File: src/rtl/sscs_pkg.sv
// Package of constants for the sequence step channel select block
`default_nettype none
package sscs_pkg;
  localparam int          SSCS_ADDR_W      = 4;
  localparam int          SSCS_DATA_W      = 32;
  localparam int          SSCS_SEL_W       = 3;
  localparam int          SSCS_STEPS       = 7;
  localparam int          SSCS_STEP_W      = 3;
  localparam int          SSCS_FIELD_PITCH = 4;
  // Field base bits: step n (n from 0) sits at bits 4n+2 down to 4n
  localparam int          SSCS_STEP1_LSB   = 0;
  localparam int          SSCS_STEP2_LSB   = 4;
  localparam int          SSCS_STEP3_LSB   = 8;
  localparam int          SSCS_STEP4_LSB   = 12;
  localparam int          SSCS_STEP5_LSB   = 16;
  localparam int          SSCS_STEP6_LSB   = 20;
  localparam int          SSCS_STEP7_LSB   = 24;
  localparam logic [3:0]  SSCS_SEL_OFFSET  = 4'h0;
  localparam logic [3:0]  SSCS_STAT_OFFSET = 4'h4;
  localparam logic [2:0]  SSCS_SEL_RESET   = 3'h0;
  localparam logic [31:0] SSCS_ZERO_WORD   = 32'h00000000;
endpackage : sscs_pkg
`default_nettype wire

File: src/rtl/sscs_step_mux.sv
// Step-indexed selector lookup, registered
`timescale 1ns/1ps
`default_nettype none
module sscs_step_mux #(
  parameter int STEPS = sscs_pkg::SSCS_STEPS
) (
  input  wire logic                                   clk,      // Clock
  input  wire logic                                   rst,      // Async reset
  input  wire logic                                   ce,       // Clock enable
  input  wire logic [STEPS*sscs_pkg::SSCS_SEL_W-1:0] sel_flat, // Packed selectors
  input  wire logic [sscs_pkg::SSCS_STEP_W-1:0]       idx,      // Step index
  input  wire logic                                   go,       // Convert this step
  output logic      [sscs_pkg::SSCS_SEL_W-1:0]        chan,     // Registered channel
  output logic                                        conv      // Registered request
);
  import sscs_pkg::*;

  logic [SSCS_SEL_W-1:0] chan_d;
  logic                  conv_d;

  always_comb begin
    chan_d = chan;
    conv_d = 1'b0;
    if (go && (int'(idx) < STEPS)) begin
      chan_d = sel_flat[int'(idx)*SSCS_SEL_W +: SSCS_SEL_W];
      conv_d = 1'b1;
    end
  end

  always_ff @(posedge clk or posedge rst) begin
    if (rst) begin
      chan <= SSCS_SEL_RESET;
      conv <= 1'b0;
    end else if (ce) begin
      chan <= chan_d;
      conv <= conv_d;
    end
  end
endmodule : sscs_step_mux
`default_nettype wire

File: src/rtl/sscs_top.sv
// Sequence step channel select register and step channel output
`timescale 1ns/1ps
`default_nettype none
module sscs_top (
  input  wire logic                             clk,         // 100 MHz clock
  input  wire logic                             rst,         // Async reset, active high
  input  wire logic                             ce,          // Clock enable
  input  wire logic [sscs_pkg::SSCS_ADDR_W-1:0] reg_addr,    // Register byte address
  input  wire logic [sscs_pkg::SSCS_DATA_W-1:0] reg_wdata,   // Write data
  input  wire logic                             reg_wr,      // Write strobe
  input  wire logic                             reg_rd,      // Read strobe
  output logic      [sscs_pkg::SSCS_DATA_W-1:0] reg_rdata,   // Read data, cycle after strobe
  input  wire logic                             step_valid,  // Sequencer executing a step
  input  wire logic [sscs_pkg::SSCS_STEP_W-1:0] step_idx,    // Current step, 0 = first
  input  wire logic                             seq_start,   // First step of a new sequence
  input  wire logic                             step_is_end, // Current step marked end
  output logic      [sscs_pkg::SSCS_SEL_W-1:0]  chan_sel,    // Channel to front end
  output logic                                  chan_conv    // Convert request, one cycle
);
  import sscs_pkg::*;

  // Register bus decode
  logic                             sel_hit;
  logic                             stat_hit;
  logic                             sel_wr;
  logic                             sel_rd;
  logic                             stat_rd;

  // Selector storage, one field per step
  logic [SSCS_SEL_W-1:0]            sel_q [SSCS_STEPS];
  logic [SSCS_SEL_W-1:0]            sel_d [SSCS_STEPS];
  logic [SSCS_SEL_W-1:0]            sel_wfield [SSCS_STEPS];
  logic [SSCS_STEPS*SSCS_SEL_W-1:0] sel_flat;

  // Read path
  logic [SSCS_DATA_W-1:0]           word;
  logic [SSCS_DATA_W-1:0]           stat_word;
  logic [SSCS_DATA_W-1:0]           rdata_d;

  // Sequence end tracking
  logic                             ended_q;
  logic                             ended_d;
  logic                             step_open;
  logic                             end_take;
  logic                             go;

  // Only the two mapped offsets respond; all else reads zero, writes drop
  always_comb begin
    sel_hit  = (reg_addr == SSCS_SEL_OFFSET);
    stat_hit = (reg_addr == SSCS_STAT_OFFSET);
    sel_wr   = reg_wr && sel_hit;
    sel_rd   = reg_rd && sel_hit;
    stat_rd  = reg_rd && stat_hit;
  end

  // One selector per step at pitch four; gap bits have no storage
  genvar g;
  generate
    for (g = 0; g < SSCS_STEPS; g++) begin : g_step
      localparam int LSB = g * SSCS_FIELD_PITCH;

      // Gap bit above each field is never picked up, so writes to it drop
      assign sel_wfield[g] = reg_wdata[LSB +: SSCS_SEL_W];

      always_comb begin
        sel_d[g] = sel_q[g];
        if (sel_wr) begin
          sel_d[g] = sel_wfield[g];
        end
      end

      always_ff @(posedge clk or posedge rst) begin
        if (rst) begin
          sel_q[g] <= SSCS_SEL_RESET;
        end else if (ce) begin
          sel_q[g] <= sel_d[g];
        end
      end

      assign sel_flat[g*SSCS_SEL_W +: SSCS_SEL_W] = sel_q[g];
    end
  endgenerate

  // Read image: reserved bits 31,27,23,19,15,11,7,3 are constant zero
  always_comb begin
    word = SSCS_ZERO_WORD;
    word[SSCS_STEP1_LSB +: SSCS_SEL_W] = sel_q[0];
    word[SSCS_STEP2_LSB +: SSCS_SEL_W] = sel_q[1];
    word[SSCS_STEP3_LSB +: SSCS_SEL_W] = sel_q[2];
    word[SSCS_STEP4_LSB +: SSCS_SEL_W] = sel_q[3];
    word[SSCS_STEP5_LSB +: SSCS_SEL_W] = sel_q[4];
    word[SSCS_STEP6_LSB +: SSCS_SEL_W] = sel_q[5];
    word[SSCS_STEP7_LSB +: SSCS_SEL_W] = sel_q[6];
  end

  // Status shows the end latch and the last channel driven
  always_comb begin
    stat_word = {{(SSCS_DATA_W-SSCS_SEL_W-1){1'b0}}, ended_q, chan_sel};
  end

  // Zero outside the answer cycle, so a stale word never lingers on the bus
  always_comb begin
    rdata_d = SSCS_ZERO_WORD;
    if (sel_rd) begin
      rdata_d = word;
    end else if (stat_rd) begin
      rdata_d = stat_word;
    end
  end

  always_ff @(posedge clk or posedge rst) begin
    if (rst) begin
      reg_rdata <= SSCS_ZERO_WORD;
    end else if (ce) begin
      reg_rdata <= rdata_d;
    end
  end

  // Once the end step is taken, later steps are suppressed until a new start
  always_comb begin
    step_open = seq_start || !ended_q;
    go        = step_valid && step_open;
    end_take  = step_valid && step_is_end && step_open;
    ended_d   = ended_q;
    if (seq_start) begin
      ended_d = 1'b0;
    end
    // Set wins over a clear in the same cycle
    if (end_take) begin
      ended_d = 1'b1;
    end
  end

  always_ff @(posedge clk or posedge rst) begin
    if (rst) begin
      ended_q <= 1'b0;
    end else if (ce) begin
      ended_q <= ended_d;
    end
  end

  // Lookup is registered so both step outputs leave on flip-flops
  sscs_step_mux #(
    .STEPS (SSCS_STEPS)
  ) u_mux (
    .clk      (clk),
    .rst      (rst),
    .ce       (ce),
    .sel_flat (sel_flat),
    .idx      (step_idx),
    .go       (go),
    .chan     (chan_sel),
    .conv     (chan_conv)
  );
endmodule : sscs_top
`default_nettype wire

File: config.mk
export PLATFORM = sky130hd
export DESIGN_NAME = sscs_top
export DESIGN_NICKNAME = d
export VERILOG_FILES = /design/src/rtl/sscs_pkg.sv /design/src/rtl/sscs_step_mux.sv /design/src/rtl/sscs_top.sv
export SDC_FILE = /design/constraint.sdc
export NUM_CORES = 1
export LEC_CHECK = 0
export ABC_AREA = 0
export ABC_CLOCK_PERIOD_IN_PS = 4400
export BUFFER_PORTS_ARGS = -buffer_cell sky130_fd_sc_hd__buf_2
export CAP_MARGIN = 20
export CORE_ASPECT_RATIO = 1.5
export CORE_MARGIN = 8
export CORE_UTILIZATION = 45
export CTS_BUF_LIST = sky130_fd_sc_hd__clkbuf_16
export DETAILED_ROUTE_END_ITERATION = 7
export PLACE_DENSITY = 0.85
export SLEW_MARGIN = 20
export SYNTH_ARGS = -nofsm -noshare
export SYNTH_HDL_FRONTEND = slang
export SYNTH_SLANG_ARGS = --single-unit
File: constraint.sdc
create_clock -name clk -period 4.4 [get_ports clk]
set_input_delay 0.88 -clock clk [delete_from_list [all_inputs] [get_ports clk]]
set_output_delay 0.88 -clock clk [all_outputs]
set_load 0.005 [all_outputs]
==> impl_metrics.yaml <==
synthesis:
  yosysSeqAreaShare_pct: 55.6
  synth_area_um2: 2160
  synth_cell_types: 27
  ys_warn_count: 0
  yosys_register_bits: 48
  synth_area_per_cell_um2: 14.4
  postSynthCellCount: 150
cts:
  cts_hold_buf: 0
  cts-resized-gates: 0
  cts-buffers-inserted: 5
  cts_tree: "yes"
  postCtsSetupRepairBufs: 0
  cts.clk_slew.worst_paths_ps: 60
  cts_sinks: 48
  insertion_delay_ps: 280
  h-tree-depth: 2
  cts-root-buf: "clkbuf_16"
  clockBufferDepth: 2
pwr:
  leakage_uw: 0.00145
  power_density_nw_per_um2: 418
  vdd_ir_drop_max_uv: 209
worst_setup_path:
  critPathArrivalTime_ps: 2480
  end_kind: "flip-flop"
  cp.required_ps: 4560
  crit_path_top_delay_cell: "nand3b_2"
  crit_type: "input port to flip-flop"
  path_max_fanout: 21
  cp_cell_sequence: "buf_2, nor4b_4, nand3b_2, mux2_4"
  cpPeakStageDelay_ps: 640
  start_kind: "input port"
  r2r_setup_slack_ps: 3320
route:
  finalWirelength_um: 4900
  vias_per_cell: 5.10
  drtPass1Iterations: 4
  drc: 0
  dr_total_vias: 1413
  drtIter0Drc: 68
  antenna_left: 0
  wl_per_cell_um: 17.7
layout:
  diodes: 0
  fin_nets: 257
  final_cell_mix: "buf_2, dfrtp_1, mux2_4, a22o_1, conb_1"
  num-fill-cells: 416
  fin_area_um2: 2630
  seqCellArea_um2: 1200
  drive_gt1_share_pct: 45.0
  final_common_cell: "buf_2"
  multi_input_area_um2: 866
  syn_to_final_growth_pct: 21.6
timing:
  fin_crit_ps: 2320
  rsz0062_at_grt: "false"
  skew_ps: 1.99
  timing.final.crit_share_pct: 52.7
  tns_ps: 0
  maxSlewHeadroom_pct: 43.5
  drv_slew: 0
  hold_viol: 0
  finalSetupViolCount: 0
  worst_pin_slew_ps: 848
  max_freq_ghz: 0.431
  fin_ws_ps: 2080
floorplan:
  dieArea_um2: 7320
  core_um2: 4730
  die_h_um: 101
  pin_count: 83
  chipWidth_um: 72.6
  initial_core_util_pct: 45.7
  rows: 31
placed_design:
  routabilityCongestion: 0.740
  place_area_um2: 2460
  io_buffers: 61
  place_hpwl_um: 3570
  post-place-ws_ps: 1780
grt:
  antenna_found_initial: 0
  grt_usage_pct: 13.6
  gr-total-overflow: 0
  grt_pass1_wl_um: 7760
  grt_pass1_vias: 1535
  grt_max_degree: 49
job:
  maxCapViolCount: 0
outcome:
  status: "finished clean"
min_path:
  min_path_type: "flip-flop to flip-flop"
-- per-layer routing --
layer	GRT usage, %	vias up	routed length, um
met3	4.08	5	288
met1	14.7	712	1970
met2	24.1	42	2580
met4	5.11	0	62
li1	-	654	-
met5	0	-	0
-- flip-flops by register name, indices dropped and copies added, names as in the netlist --
signal,flops
sel_flat,21
u_mux.conv,1
ended_q,1
u_mux.chan,3
reg_rdata,22
-- Yosys cell counts (all sizes together) --
cell type | count | area share [%]
conb | 1 | 0.17
a21o | 1 | 0.35
mux2i | 6 | 2.8
and3b | 2 | 0.81
and2b | 2 | 0.69
clkbuf | 2 | 0.35
buf | 15 | 5.2
dfrtp | 48 | 56
and2 | 1 | 0.29
inv | 2 | 0.35
mux2 | 24 | 16
a221o | 3 | 1.4
nand3b | 1 | 0.52
nor2b | 1 | 0.29
and3 | 2 | 0.58
nor4b | 1 | 1.1
a22o | 20 | 8.1
nand2 | 1 | 0.17
a22oi | 3 | 1.0
nand2b | 3 | 0.87
o22a | 3 | 1.2
a31oi | 6 | 1.7
nand3 | 1 | 0.23
nor2 | 1 | 0.17
-- worst max-delay path, delay by kind of cell --
kind,cells,cell delay (ps)
buffers and inverters,1,110
AND/OR/NAND/NOR,2,940
multiplexers,1,530
-- per-stage QoR --
step,instances,util (%),hold slack [ps],power [uW]
finish,277,55.5,481,1100
global route,277,55.5,499,1140
CTS,277,55.5,484,1110
detailed placement,269,52.0,470,687
global placement,269,52.0,463,679
floorplan,159,-,477,636
-- path summary, 6_finish.rpt --
kind / from / to / cells after the start
hold / removal: u_mux.conv / u_mux.conv / 1
setup / recovery: reg_addr[3] / sel_flat[9] / 4
hold reg to reg: u_mux.conv / u_mux.conv / 1
max in group asynchronous: rst / reg_rdata[24] / 2
min in group asynchronous: rst / sel_flat[7] / 2
setup reg to reg: sel_flat[0] / u_mux.chan[0] / 3
-- report_power, final --
part           switching, uW  internal, uW
sequential              41.1           490
clock                    155           265
combinational           56.5          89.8
total                    252           845
-- logic make-up (layout without fill, tap and decap cells) --
kind of cell    Yosys count  count (layout)  synth area share [%]
flops                    48              48                  55.6
compound gates           36              36                  13.8
mux                      30              30                  18.8
buf+inv                  19              71                  5.91
simple gates             16              16                  5.73
other cells               1              10                 0.174
-- area by class of cell --
| type | count | area share (%) |
|---|---|---|
| clock buffer | 5 | 4.76 |
| clock inverter | 3 | 1.48 |
| multi-input combinational | 92 | 33.0 |
| timing repair buffer | 61 | 11.6 |
| tap | 66 | 3.14 |
| inverter | 2 | 0.333 |
| sequential | 48 | 45.7 |
(Power assumes the default switching activity.)
